## src/core/uabd_consts.svh

```systemverilog
// What this block does
// - Measure only in asynchronous mode, with or without wake-on-break enable.
// - Setting autobaud enable clears the counter, then waits for a start bit.
// - Start bit with enable set begins measurement; the result averages over the character.
// - The baud counter becomes a timer run by the receive line.
// - Measure across both low and high bit times against asymmetry.
// - Counting starts at the first rising receive edge after the start bit.
// - At the fifth rising edge the divisor pair holds the bit period.
// - The fifth rising edge clears autobaud enable automatically.
// - Counter wrap FFFFh to 0000h sets overflow flag, control bit 7.
// - Hardware sets the overflow flag; software may set or clear it.
// - Rollover does not end detection; enable stays set.
// - Measuring clock is one eighth of the configured counter clock.
// - Selects 00 give Fosc/512, 01 and 10 Fosc/128, 11 Fosc/32.
// - Full 16-bit counting; software checks high byte 00h in 8-bit modes.
// - The receive state machine is held idle during detection.
// - The fifth rising edge sets the receive-complete flag.
// - Reading the receive buffer clears that flag; software discards the value.
// - With wake-on-break also set, measure the character after the break.
// - Normal baud clock runs at 4, 16 or 64 times the bit rate.
//
// Purpose: register map, field positions, reset values and divider counts
// Assumes: 8-bit register port, 3-bit address
// Notes: reset values are all zero
`ifndef UABD_CONSTS_SVH
`define UABD_CONSTS_SVH
`define UABD_ADDR_CTRL 3'h0
`define UABD_ADDR_DIVLO 3'h1
`define UABD_ADDR_DIVHI 3'h2
`define UABD_ADDR_RXBUF 3'h3
`define UABD_ADDR_TXBUF 3'h4
`define UABD_ADDR_STAT 3'h5
`define UABD_BIT_AUTOBAUD_ENABLE 0
`define UABD_BIT_WUE 1
`define UABD_BIT_HS 2
`define UABD_BIT_WIDE 3
`define UABD_BIT_SYNC 5
`define UABD_BIT_HOLD 6
`define UABD_BIT_OVF 7
`define UABD_BIT_RCF 0
`define UABD_BIT_MEAS 1
`define UABD_BIT_BRK 2
`define UABD_CTRL_RST 8'h00
`define UABD_DIV_RST 16'h0000
`define UABD_MDIV_00 10'h1FF
`define UABD_MDIV_MID 10'h07F
`define UABD_MDIV_11 10'h01F
`define UABD_EDGES_DONE 3'h4
`endif

```

## src/core/uabd_pkg.sv

```systemverilog
// Purpose: shared types of the autobaud block
// Assumes: constants come from the header
// Notes: the whole state of the top is one packed struct
package uabd_pkg;
  typedef enum logic [2:0] {
    S_IDLE,
    S_BRK_LOW,
    S_BRK_HIGH,
    S_START,
    S_RISE1,
    S_MEAS
  } uabd_fsm_t;

  typedef struct packed {
    uabd_fsm_t st;
    logic autobaud_enable;
    logic wake_on_break_enable;
    logic hs;
    logic wide;
    logic sync;
    logic ovf;
    logic rcf;
    logic [15:0] div;
    logic [2:0] edges;
    logic rx_s1;
    logic rx_s2;
    logic rx_prev;
    logic [7:0] rdata;
    logic [7:0] txd;
    logic txl;
  } uabd_state_t;
endpackage

```

## src/core/uabd_top.sv

```systemverilog
// Purpose: autobaud measurement and baud generation of the serial port unit
// Assumes: clk 20 MHz, 8-bit register port, read data one cycle later
// Notes: receive pin passes two flip-flops before any logic reads it
`include "uabd_consts.svh"
`timescale 1ns/100ps
`default_nettype none
module uabd_top
  import uabd_pkg::*;
(
  input wire logic clk, // System clock, 20 MHz
  input wire logic rstn, // Async reset, active low
  input wire logic [2:0] addr, // Register address
  input wire logic [7:0] wdata, // Write data
  input wire logic wr, // Write strobe
  input wire logic rd, // Read strobe
  output logic [7:0] rdata, // Read data, cycle after rd
  input wire logic rx_pin, // Receive line, asynchronous
  input wire logic [7:0] rx_byte, // Byte from receive datapath
  input wire logic rx_byte_valid, // Receive datapath byte done
  output logic baud_tick, // Normal baud clock pulse
  output logic rx_hold_idle, // Hold receiver state machine idle
  output logic measuring, // Measurement running, from start bit to fifth rise
  output logic receive_complete_flag, // Receive-complete flag
  output logic [7:0] tx_data, // Transmit buffer contents
  output logic tx_load // Transmit buffer written pulse
);
  uabd_state_t s_q;
  uabd_state_t s_d;
  logic rise;
  logic fall;
  logic meas_tick;
  logic meas_clr;
  logic [9:0] meas_period;
  logic [16:0] baud_period;
  logic baud_clr;
  logic fifth;
  logic [16:0] inc;
  logic active;
  logic sw_ctrl;
  logic sw_start;

  // Edges are taken from the second synchroniser stage only
  assign rise = s_q.rx_s2 && !s_q.rx_prev;
  assign fall = !s_q.rx_s2 && s_q.rx_prev;

  // The sequence runs in any state other than idle
  assign active = (s_q.st != S_IDLE);

  // One-eighth rate
  // The table rates are already the eighth of the normal counter clock
  // Counter clock select
  always_comb begin
    unique case ({s_q.wide, s_q.hs})
      2'b00: meas_period = `UABD_MDIV_00;
      2'b11: meas_period = `UABD_MDIV_11;
      default: meas_period = `UABD_MDIV_MID;
    endcase
  end

  // Phase restart
  // Restarting at the first rise keeps the count aligned to the edge
  assign meas_clr = (s_q.st == S_RISE1) && rise;

  // Measurement tick divider
  uabd_tick_div #(.W(10)) u_meas (
    .clk(clk),
    .rstn(rstn),
    .clr(meas_clr),
    .period_m1(meas_period),
    .tick(meas_tick)
  );

  // Normal baud generation
  // Tick every divisor+1 cycles: x64 of the bit rate for select 00,
  // x16 for 01 and 10; in 8-bit modes only the low byte counts
  // Measured divisor reuse
  always_comb begin
    if (s_q.wide) begin
      baud_period = {1'b0, s_q.div};
    end else begin
      baud_period = {9'h000, s_q.div[7:0]};
    end
  end

  // The generator is reversed while measuring, so keep it in reset
  assign baud_clr = active || s_q.sync;

  // Normal baud divider
  uabd_tick_div #(.W(17)) u_baud (
    .clk(clk),
    .rstn(rstn),
    .clr(baud_clr),
    .period_m1(baud_period),
    .tick(baud_tick)
  );

  // Software decodes
  assign sw_ctrl = wr && (addr == `UABD_ADDR_CTRL);
  assign sw_start = sw_ctrl && wdata[`UABD_BIT_AUTOBAUD_ENABLE] && !s_q.autobaud_enable;

  assign fifth = (s_q.st == S_MEAS) && rise &&
    (s_q.edges == `UABD_EDGES_DONE);

  // Counter increment with carry out of the top bit
  assign inc = {1'b0, s_q.div} + 17'h00001;

  // Next state of the whole block
  always_comb begin
    s_d = s_q;
    s_d.txl = 1'b0;

    // Two-stage synchroniser, then the edge history
    s_d.rx_s1 = rx_pin;
    s_d.rx_s2 = s_q.rx_s1;
    s_d.rx_prev = s_q.rx_s2;

    // Control register write
    if (sw_ctrl) begin
      s_d.autobaud_enable = wdata[`UABD_BIT_AUTOBAUD_ENABLE];
      s_d.wake_on_break_enable = wdata[`UABD_BIT_WUE];
      s_d.hs = wdata[`UABD_BIT_HS];
      s_d.wide = wdata[`UABD_BIT_WIDE];
      s_d.sync = wdata[`UABD_BIT_SYNC];
      s_d.ovf = wdata[`UABD_BIT_OVF];
    end

    // Divisor writes only land while no sequence owns the counter
    if (wr && !active && addr == `UABD_ADDR_DIVLO) begin
      s_d.div[7:0] = wdata;
    end
    if (wr && !active && addr == `UABD_ADDR_DIVHI) begin
      s_d.div[15:8] = wdata;
    end

    // Transmit buffer write
    // Transmit lockout
    // The baud clock is reversed, so the write is dropped, not queued
    if (wr && addr == `UABD_ADDR_TXBUF && !s_q.autobaud_enable) begin
      s_d.txd = wdata;
      s_d.txl = 1'b1;
    end

    if (rd && addr == `UABD_ADDR_RXBUF) begin
      s_d.rcf = 1'b0;
    end

    // A finished byte from the normal receiver sets the flag
    if (rx_byte_valid && !active) begin
      s_d.rcf = 1'b1;
    end

    // Detection sequence
    unique case (s_q.st)
      S_IDLE: begin
        s_d.edges = 3'h0;
      end
      S_BRK_LOW: begin
        if (fall || !s_q.rx_s2) begin
          s_d.st = S_BRK_HIGH;
        end
      end
      S_BRK_HIGH: begin
        // End of break: wake-on-break is done, measure the next byte
        if (rise) begin
          s_d.wake_on_break_enable = 1'b0;
          s_d.st = S_START;
        end
      end
      S_START: begin
        if (fall) begin
          s_d.st = S_RISE1;
        end
      end
      S_RISE1: begin
        if (rise) begin
          s_d.edges = 3'h1;
          s_d.st = S_MEAS;
        end
      end
      S_MEAS: begin
        // Low and high bits
        // Counting spans both levels of eight bits, so asymmetry cancels
        if (meas_tick) begin
          s_d.div = inc[15:0];
          if (inc[16]) begin
            s_d.ovf = 1'b1;
          end
        end
        if (rise) begin
          s_d.edges = s_q.edges + 3'h1;
        end
        if (fifth) begin
          s_d.autobaud_enable = 1'b0;
          s_d.rcf = 1'b1;
          s_d.st = S_IDLE;
        end
      end
    endcase

    // Async and wake-on-break
    // Leaving async mode or dropping enable aborts any sequence
    if (active && (s_d.sync || !s_d.autobaud_enable) && !fifth) begin
      s_d.st = S_IDLE;
    end

    if (sw_start && !wdata[`UABD_BIT_SYNC]) begin
      s_d.div = `UABD_DIV_RST;
      s_d.edges = 3'h0;
      if (wdata[`UABD_BIT_WUE]) begin
        s_d.st = S_BRK_LOW;
      end else begin
        s_d.st = S_START;
      end
    end

    // Read data register, answered in the cycle after the strobe
    s_d.rdata = 8'h00;
    if (rd) begin
      unique case (addr)
        `UABD_ADDR_CTRL: begin
          s_d.rdata[`UABD_BIT_AUTOBAUD_ENABLE] = s_q.autobaud_enable;
          s_d.rdata[`UABD_BIT_WUE] = s_q.wake_on_break_enable;
          s_d.rdata[`UABD_BIT_HS] = s_q.hs;
          s_d.rdata[`UABD_BIT_WIDE] = s_q.wide;
          s_d.rdata[`UABD_BIT_SYNC] = s_q.sync;
          s_d.rdata[`UABD_BIT_HOLD] = active;
          s_d.rdata[`UABD_BIT_OVF] = s_q.ovf;
        end
        `UABD_ADDR_DIVLO: begin
          s_d.rdata = s_q.div[7:0];
        end
        `UABD_ADDR_DIVHI: begin
          s_d.rdata = s_q.div[15:8];
        end
        `UABD_ADDR_RXBUF: begin
          // Value is meaningless after detection and is to be discarded
          s_d.rdata = rx_byte;
        end
        `UABD_ADDR_TXBUF: begin
          s_d.rdata = s_q.txd;
        end
        `UABD_ADDR_STAT: begin
          s_d.rdata[`UABD_BIT_RCF] = s_q.rcf;
          s_d.rdata[`UABD_BIT_MEAS] = active;
          s_d.rdata[`UABD_BIT_BRK] = (s_q.st == S_BRK_LOW) ||
            (s_q.st == S_BRK_HIGH);
        end
        default: begin
          s_d.rdata = 8'h00;
        end
      endcase
    end
  end

  // State register; every field resets to zero
  always_ff @(posedge clk or negedge rstn) begin
    if (!rstn) begin
      s_q <= '0;
    end else begin
      s_q <= s_d;
    end
  end

  // Outputs
  assign rdata = s_q.rdata;
  assign rx_hold_idle = active;
  assign measuring = (s_q.st == S_MEAS) || (s_q.st == S_RISE1);
  assign receive_complete_flag = s_q.rcf;
  assign tx_data = s_q.txd;
  assign tx_load = s_q.txl;
endmodule
`default_nettype wire

```

## src/core/uabd_tick_div.sv

```systemverilog
// Purpose: free-running divider giving one-cycle ticks
// Assumes: period_m1 is the tick period minus one
// Notes: clr restarts the phase so the next tick is a full period away
`timescale 1ns/100ps
`default_nettype none
module uabd_tick_div #(
  parameter int W = 10
) (
  input wire logic clk, // System clock
  input wire logic rstn, // Async reset, active low
  input wire logic clr, // Restart phase
  input wire logic [W-1:0] period_m1, // Period minus one
  output logic tick // One-cycle tick
);
  logic [W-1:0] cnt_q;
  logic [W-1:0] cnt_d;

  // Wrap at the period; a period change applies at once to the running count
  always_comb begin
    tick = (cnt_q >= period_m1) && !clr;
    if (clr || cnt_q >= period_m1) begin
      cnt_d = '0;
    end else begin
      cnt_d = cnt_q + W'(1);
    end
  end

  // Phase register
  always_ff @(posedge clk or negedge rstn) begin
    if (!rstn) begin
      cnt_q <= '0;
    end else begin
      cnt_q <= cnt_d;
    end
  end
endmodule
`default_nettype wire

```

## config.mk

```make
export PLATFORM = sky130hd
export DESIGN_NAME = uabd_top
export DESIGN_NICKNAME = d
export VERILOG_FILES = /design/src/core/uabd_pkg.sv /design/src/core/uabd_top.sv /design/src/core/uabd_tick_div.sv
export VERILOG_INCLUDE_DIRS = /design/src /design/src/core
export SDC_FILE = /design/constraint.sdc
export NUM_CORES = 1
export LEC_CHECK = 0
export ABC_AREA = 1
export BUFFER_PORTS_ARGS = -buffer_cell sky130_fd_sc_hd__buf_2
export CAP_MARGIN = 20
export CORE_MARGIN = 2
export CORE_UTILIZATION = 45
export DETAILED_ROUTE_END_ITERATION = 16
export GPL_ROUTABILITY_DRIVEN = 0
export PLACE_DENSITY = 0.72
export SYNTH_ARGS = -nofsm -noshare
export SYNTH_HDL_FRONTEND = slang
export SYNTH_HIERARCHICAL = 1
export SYNTH_SLANG_ARGS = --single-unit
export TNS_END_PERCENT = 10
```

## constraint.sdc

```tcl
create_clock -name clk -period 2.5 [get_ports clk]
set_input_delay 0.25 -clock clk [delete_from_list [all_inputs] [get_ports clk]]
set_output_delay 0.25 -clock clk [all_outputs]
set_load 0.005 [all_outputs]
```

=== Word-level counts from Yosys, hierarchy flattened ===
Cells that the tools add are included.

* Add/subtract/negate cells: 4
* Order comparisons: 2
* Equality and inequality tests: 19
* Muxes and demuxes: 36
* Reductions and logical operators: 44

{| class="wikitable"
|+ Operator list
! kind !! count
|-
| 16-bit two-way mux || 2
|-
| 3-bit one-hot mux with 5 select lines || 2
|-
| 3-bit two-way mux || 8
|-
| 8-bit two-way mux || 3
|-
| 1-bit logical AND || 20
|-
| 19-bit two-way mux || 1
|-
| 18-bit two-way mux || 1
|-
| 3-bit one-hot mux with 6 select lines || 1
|-
| 9-bit one-hot mux with 2 select lines || 1
|-
| 16-bit by 1-bit adder with 17-bit output, second input constant || 1
|-
| 17-bit by 1-bit adder with 17-bit output, second input constant || 1
|-
| 17-bit by 16-bit >= comparator with 1-bit output || 1
|-
| 17-bit two-way mux || 1
|-
| 3-bit equality test, second input constant || 5
|-
| 3-bit by 2-bit equality test with 1-bit output, second input constant || 4
|-
| 4-bit inequality test, second input constant || 3
|-
| 10-bit by 1-bit adder with 10-bit output, second input constant || 1
|-
| 10-bit by 9-bit >= comparator with 1-bit output || 1
|-
| 10-bit two-way mux || 1
|-
| 1-bit logical NOT || 9
|-
| 1-bit two-way mux || 9
|-
| 3-bit one-hot mux with 3 select lines || 1
|-
| 4-bit by 2-bit inequality test with 1-bit output, second input constant || 2
|-
| 1-bit logical OR || 7
|-
| other kinds (16) || 19
|}

* Flip-flop bits (word level): 76
* Input bits: 25
* Output and inout bits: 21
* Word-level logic and storage cells: 123

=== Longest topological paths before layout ===
Gate-level depths: netlist of the first run.

* Depth after elaboration: 12
* Depth in mapped cells: 18
* Depth with buffers taken out: 17

=== Hierarchy ===
The synthesis of the first run kept the hierarchy.

{| class="wikitable"
|+ Modules (own cells, without submodules)
! module !! instances !! cells an instance !! area each (µm²) !! sequential area each (µm²)
|-
| uabd_top || 1 || 436 || 3,174.3 || 1,226.2
|-
| uabd_tick_div at u_baud || 1 || 168 || 1,366.3 || 425.4
|-
| uabd_tick_div at u_meas || 1 || 96 || 755.7 || 250.2
|}

=== Worst setup path before layout of the first run ===
OpenSTA, ideal clock, no wires.

* Path type: register to register
* Start point: register s_q[42] in the netlist's numbering
* End point: register s_q[34] in the netlist's numbering
* Setup time: 0.073 ns
* Arrival time: 2.023 ns
* Data required time: 2.427 ns
* Setup slack: 0.404 ns
* Stages on the path, launching flop included: 16
* Buffers on the path: 2
* Path through: dfrtp_1 > clkbuf_1 > nor2_1 > inv_1 > ha_1 > nand2_1 > nor2_1 > nand3_1 > nand3_1 > nand2_1 > inv_1 > nand2_4 > inv_2 > buf_4 > nand3_1 > a21oi_2

{| class="wikitable"
|+ RTL lines
! element !! RTL line !! text
|-
| start, declared || uabd_top.sv:27 || <nowiki>uabd_state_t s_q;</nowiki>
|-
| start signal, assigned || uabd_top.sv:258 || <nowiki>s_q <= '0;</nowiki>
|-
| start signal, assigned || uabd_top.sv:260 || <nowiki>s_q <= s_d;</nowiki>
|}

=== Worst setup path in the final report of the first run ===
* Start point: register s_q[42] in the netlist's numbering
* End point: output baud_tick

* Word-level cells in the longest chain between the ends: 3

{| class="wikitable"
|+ RTL lines
! element !! RTL line !! text
|-
| 16-bit two-way mux || uabd_top.sv:78 || <nowiki>if (s_q.wide) begin</nowiki>
|-
| named net baud_period[15] || uabd_top.sv:34 || <nowiki>logic [16:0] baud_period;</nowiki>
|-
| 17-bit by 16-bit >= comparator with 1-bit output || uabd_tick_div.sv:20 || <nowiki>tick = (cnt_q >= period_m1) && !clr;</nowiki>
|-
| 1-bit logical AND || uabd_tick_div.sv:20 ||
|-
| end, declared || uabd_top.sv:20 || <nowiki>output logic baud_tick,</nowiki>
|}

The timed path passes the listed nets, and every way through them passes these cells.

==> results of run 1 <==
-- worst max path at each step --
stage | from | to | slack (ns)
6_report | s_q[42]$_DFFE_PN0N_ | baud_tick | 0.15
5_1_grt | s_q[42]$_DFFE_PN0N_ | s_q[31]$_DFF_PN0_ | -0.01
4_1_cts | s_q[42]$_DFFE_PN0N_ | baud_tick | 0.10
3_5_place_dp | s_q[42]$_DFFE_PN0N_ | s_q[31]$_DFF_PN0_ | 0.17
3_3_place_gp | s_q[42]$_DFFE_PN0N_ | s_q[32]$_DFF_PN0_ | 0.25
2_1_floorplan | s_q[42]$_DFFE_PN0N_ | s_q[34]$_DFF_PN0_ | 0.40
-- kinds of logic after synthesis --
| kind of cell | after synthesis | share of synthesized area, % |
|---|---|---|
| DFF | 76 | 35.9 |
| and+or+nand+nor | 305 | 27.8 |
| adders and majority gates | 33 | 7.80 |
| xor gates and xnor gates | 22 | 3.64 |
| AOI/OAI and AO/OA | 119 | 12.6 |
| other | 2 | 0.142 |
| buffers and inverters | 143 | 12.1 |
-- per-layer routing --
layer  vias up  GRT usage (%)
li1       2339              -
met3        17           3.83
met5         -              0
met2       151           33.1
met1      2143           30.3
met4         0           7.07
-- registers in the layout (all words and copies together), names as in the netlist --
name and count:
rdata 8, u_meas/cnt_q 10, tx_load 1, s_d 2, s_q 29, tx_data 8
u_baud/cnt_q 17, receive_complete_flag 1
-- metrics by stage --
stage / setup WS (ns) / area, sq um / std cells / power, mW
6_report: 0.151 / 6000 / 895 / 5.33
2_1_floorplan: 0.404 / 5320 / 705 / 3.26
3_5_place_dp: 0.166 / 5600 / 876 / 3.77
5_1_grt: -0.0121 / 6000 / 895 / 5.77
4_1_cts: 0.102 / 5960 / 893 / 5.31
3_3_place_gp: 0.252 / 5600 / 876 / 3.75
-- placed cells by master (no fill, tap or decap), drive strengths merged --
cell type    instances
a211oi               2
xor2                18
nor2                75
conb                 7
o21ai               40
clkinv               3
nor3                11
clkinvlp             1
dfrtp               76
a31oi                5
dlygate4sd3          1
o32ai                1
bufinv               3
o31a                 1
a21oi               52
nand2              156
clkbuf              10
nand4               18
nand3b               5
o211ai               3
o22ai                9
xnor2                4
inv                116
o21bai               1
buf                 56
o21a                 2
ha                  33
a21o                 2
nand3               40
o221ai               1
-- timing repair --
| action | CTS | global route |
|---|---|---|
| gates resized for setup | 0 | 9 |
| hold endpoints to repair | 32 | 0 |
| setup buffers | 0 | 2 |
| hold buffers | 1 | 0 |
| setup endpoints to repair | 0 | 9 |
-- worst max-delay path, delay by kind of cell (launching register included) --
kind | cells | cell delay [ns]
AO/OA/AOI/OAI | 1 | 0.15
adder cells (fa/ha/maj) | 1 | 0.26
buffers and inverters | 5 | 0.38
flip-flops | 1 | 0.39
AND/OR/NAND/NOR | 7 | 0.61
-- power by group --
part	leakage [nW]	switching [mW]	total, mW	internal (mW)
logic	2.04	1.20	1.93	0.725
clock network	0.169	0.520	1.52	1.00
registers	0.966	0.368	1.88	1.52
total	3.17	2.09	5.33	3.24
-- layout make-up --
type	instances	area, sq um
clock inverter	6	111
fill	1094	5470
inverter	117	444
timing repair buffer	57	337
tap	143	179
multi-input combinational	486	2790
clock buffer	10	239
sequential	76	1900
==> results.cfg, run 1 <==
[min_path]
min_to = s_d[18]$_DFF_PN0_
hold_depth = 1
min-delay-start = rx_pin
hp-class = in -> reg

[routing]
via_count = 4650
totalWireLength_um = 12800
dr.pass1.iters = 5
vias_per_cell = 5.20
drt-met1-wl_um = 6010
route.detailed.drc = 0
wl_met3_um = 738
ant_nets = 0
top_layer = met4
drt-initial-drc-count = 408
wl_met2_um = 5780
post_drt_wl_per_cell_um = 14.3

[yosys]
yosys_warnings = 6
synth_area_leaders = dfrtp_1 (36%), nand2_1 (11%), ha_1 (7.8%)
ys_ff_latch = 76
async_reset_ff_share_pct = 100
synthTopCellsByCount = nand2_1 (151), inv_1 (110), dfrtp_1 (76)
ys.flop_type = dfrtp_1
synth_top_area_share_pct = 35.9
syn_avg_cell_area_sq_um = 7.57
synth.distinct_cells = 42
yosysMostFrequentCell = nand2_1
synthCells = 700
synth_top_area_cell = dfrtp_1
synth_edf_count = 0
synth_area_sq_um = 5300
ys_seq_area_share_pct = 35.9

[place]
port_buffers = 45
hpwl_um = 9600

[setup_path]
r2r-start = s_q[42]$_DFFE_PN0N_
slowest_stage = dfrtp_1
crit_fanout = 9
cpPeakStageDelay_ns = 0.39
rrSetupSlack_ns = 0.20
start_kind = flip-flop
end_kind = output port
r2r_cells = 16
cp.arrival_ns = 2.10
timing.rr.end = s_q[31]$_DFF_PN0_
cpMostUsedCell = nand2_1
crit_type = reg -> out
cp.required_ns = 2.25
crit_chain = buf_6 -> nand2_1 -> inv_1 -> inv_1 -> ha_1 -> nand2_1 -> nor2_2 -> nand3b_1 -> a21oi_2 -> nor2_2 -> nand2_1 -> nand2_1 -> inv_1 -> buf_2

[timing]
setup_violations = 0
totalNegativeSetupSlack_ns = 0
slew_violations = 0
hold_viol_final = 0
post-route-period-util_pct = 94.0
skew_ns = 0.00817
max_freq_ghz = 0.426
min_period_ns = 2.35
timing.hold.ws_ns = 0.0127

[floorplan]
die_h_um = 112
floorplan.die_area_sq_um = 12700
io_pins = 46
rows = 39
die_width_um = 112
start_util_pct = 46.2
coreArea_sq_um = 11500

[clock_tree]
cts_tree = built
clk_latency_ns = 0.34
clock_path_buffers = 2
clockRootBuffer = clkbuf_16
cts_made_buffers = 9
h-tree-depth = 3
clkSinkCount = 76
path_clk_slew_ns = 0.06

[run_status]
outcome = finished, final reports clean

[job]
max_cap_violations = 0

[power]
irDropWorstVdd_mv = 0.401
p_per_area_nw_per_um2 = 889
leakagePower_nw = 3.17

[finish]
antenna_cells = 0
fin_util_pct = 52.3
nets = 805
drive_above_1_share_pct = 16.9
syn2layout_area_growth_pct = 13.3

[grt]
antenna_found_initial = 0
track_usage_pct = 21.3
grt_pass1_vias = 4366
grt.overflow.total = 0
grt_pass1_wl_um = 21700
grt_max_degree = 45
No activity file was read; power rests on OpenSTA's default activity.
==> inputs of run 2 (changes only) <==
--- a/config.mk
+++ b/config.mk
@@ -9,10 +9,8 @@
 export ABC_AREA = 1
 export BUFFER_PORTS_ARGS = -buffer_cell sky130_fd_sc_hd__buf_2
 export CAP_MARGIN = 20
-export CORE_MARGIN = 2
 export CORE_UTILIZATION = 45
 export DETAILED_ROUTE_END_ITERATION = 16
-export GPL_ROUTABILITY_DRIVEN = 0
 export PLACE_DENSITY = 0.72
 export SYNTH_ARGS = -nofsm -noshare
 export SYNTH_HDL_FRONTEND = slang
==> run 2 against run 1 <==
Against the previous run:
- sequential cell count is the same
- setup slack worse by 0.036 ns
- first-iteration DRC count decreased by 31%
- total power fell by 2.1%
- fmax fell by 1.5%
- utilization is 0.67 points lower
- hold slack improved by 0.12 ns
- largest cell class unchanged
==> results.cfg, run 2 (synthesis results as in run 1) <==
[job]
max_cap_violations = 0

[grt]
grt_pass1_wl_um = 21500
antenna_found_initial = 0
track_usage_pct = 22.2
grt_pass1_vias = 4252
grt.overflow.total = 0
grt_max_degree = 77

[min_path]
min-delay-start = rx_byte_valid
hp-class = in -> reg
min_to = receive_complete_flag$_DFF_PN0_
hold_depth = 3

[floorplan]
die_h_um = 110
die_width_um = 110
floorplan.die_area_sq_um = 12200
coreArea_sq_um = 11500
rows = 39
start_util_pct = 46.2
io_pins = 46

[setup_path]
r2r-start = s_q[43]$_DFFE_PN0N_
cp.arrival_ns = 2.14
end_kind = output port
slowest_stage = dfrtp_1
rrSetupSlack_ns = 0.31
timing.rr.end = s_q[32]$_DFF_PN0_
crit_chain = buf_4 -> nand2_1 -> inv_1 -> inv_1 -> ha_1 -> a21oi_1 -> o21a_1 -> nand2_1 -> nor2_2 -> nand2_1 -> nand2_1 -> inv_1 -> buf_2
r2r_cells = 15
start_kind = flip-flop
startpoint = s_q[42]$_DFFE_PN0N_
cpPeakStageDelay_ns = 0.35
cp.required_ns = 2.25
cpMostUsedCell = nand2_1
crit_fanout = 9
crit_type = reg -> out

[finish]
drive_above_1_share_pct = 15.5
syn2layout_area_growth_pct = 11.8
regMostFlops = s_q
largest_reg_flops = 29
n_fill_cell = 1112
layout_commonest_cell = nand2_1
postLayoutCellArea_sq_um = 5920
antenna_cells = 0
reg_top3 = s_q (29), u_baud/cnt_q (17), u_meas/cnt_q (10)
final_cell_mix = nand2_1 (151), inv_1 (110), dfrtp_1 (76)
nets = 800

[routing]
via_count = 4605
post_drt_wl_per_cell_um = 14.4
totalWireLength_um = 12800
dr.pass1.iters = 5
vias_per_cell = 5.17
drt-initial-drc-count = 283
ant_nets = 0
route.detailed.drc = 0

[place]
placed_cell_area_sq_um = 5550
hpwl_um = 9450
post-place-ws_ns = 0.131
place_congestion = 0.926
port_buffers = 45

[timing]
min_period_ns = 2.39
max_freq_ghz = 0.419
rsz0062_at_grt = true
post-route-period-util_pct = 95.4
setup_violations = 0
setup_slack_ns = 0.115
slew_violations = 0
hold_viol_final = 0
skew_ns = 0.00609
totalNegativeSetupSlack_ns = 0

[power]
leakagePower_nw = 3.14
power_mw = 5.22
irDropWorstVdd_mv = 0.423
p_per_area_nw_per_um2 = 882

[clock_tree]
post_cts_buffers = 0
path_clk_slew_ns = 0.06
cts_tree = built
clk_latency_ns = 0.35
h-tree-depth = 3
clkSinkCount = 76
clock_path_buffers = 2
cts_made_buffers = 9
clockRootBuffer = clkbuf_16

[run_status]
outcome = finished, final reports clean
## run 2: cell count changes in the layout (fill, tap and decap cells not counted), moves of 2 or more
cell / before / now
clkinv_2: 1 / 3
buf_4: 10 / 5
nor2_1: 51 / 53
nor2_2: 22 / 20
## run 2: per-layer routing
metal	vias up	share of wire, %	GRT usage [%]
met2	122	46	34.2
met1	2134	48	31.1
met5	-	0	0
met3	19	4.9	4.34
met4	0	2.0	7.82
li1	2330	-	-
## run 2: worst max path at each step
stage | depth (start not counted) | endpoint | slack (ns)
2_1_floorplan | 15 | s_q[34]$_DFF_PN0_ | 0.40
3_3_place_gp | 15 | s_q[32]$_DFF_PN0_ | 0.21
3_5_place_dp | 15 | s_q[32]$_DFF_PN0_ | 0.13
4_1_cts | 14 | baud_tick | 0.09
5_1_grt | 14 | baud_tick | -0.08
6_report | 13 | baud_tick | 0.11
## run 2: worst max-delay path, delay by kind of cell, from the launching register on
kind	cells	cell delay (ns)
and+or+nand+nor	5	0.42
buffers and inverters	5	0.40
DFF	1	0.35
adders and majority gates	1	0.30
AOI/OAI and AO/OA	2	0.30
## run 2: stage by stage
step	hold WS, ns	util, %	instances
floorplan	-0.0456	-	705
global placement	0.334	48.4	871
detailed placement	0.343	48.4	871
CTS	0.106	51.2	888
global route	0.131	51.6	890
finish	0.130	51.6	890
## run 2: cell type report
| class | count | area, sq um | share of cell area (%) |
|---|---|---|---|
| clock buffers | 11 | 243 | 4.10 |
| well taps | 143 | 179 | 3.02 |
| clock inverters | 5 | 75.1 | 1.27 |
| inverters | 117 | 444 | 7.50 |
| multi-input cells | 486 | 2770 | 46.8 |
| repair buffers | 52 | 305 | 5.16 |
| flip-flops and latches | 76 | 1900 | 32.1 |
## run 2: where the power goes
group          internal [mW]  switching, mW
clock                  0.896          0.521
sequential              1.52          0.385
combinational          0.712           1.19
## run 2: timing repair
item,4_1_cts,5_1_grt
endpoints found under the hold margin,1,12
setup endpoints to repair,0,8
gates resized for setup,0,4
hold buffers,1,1
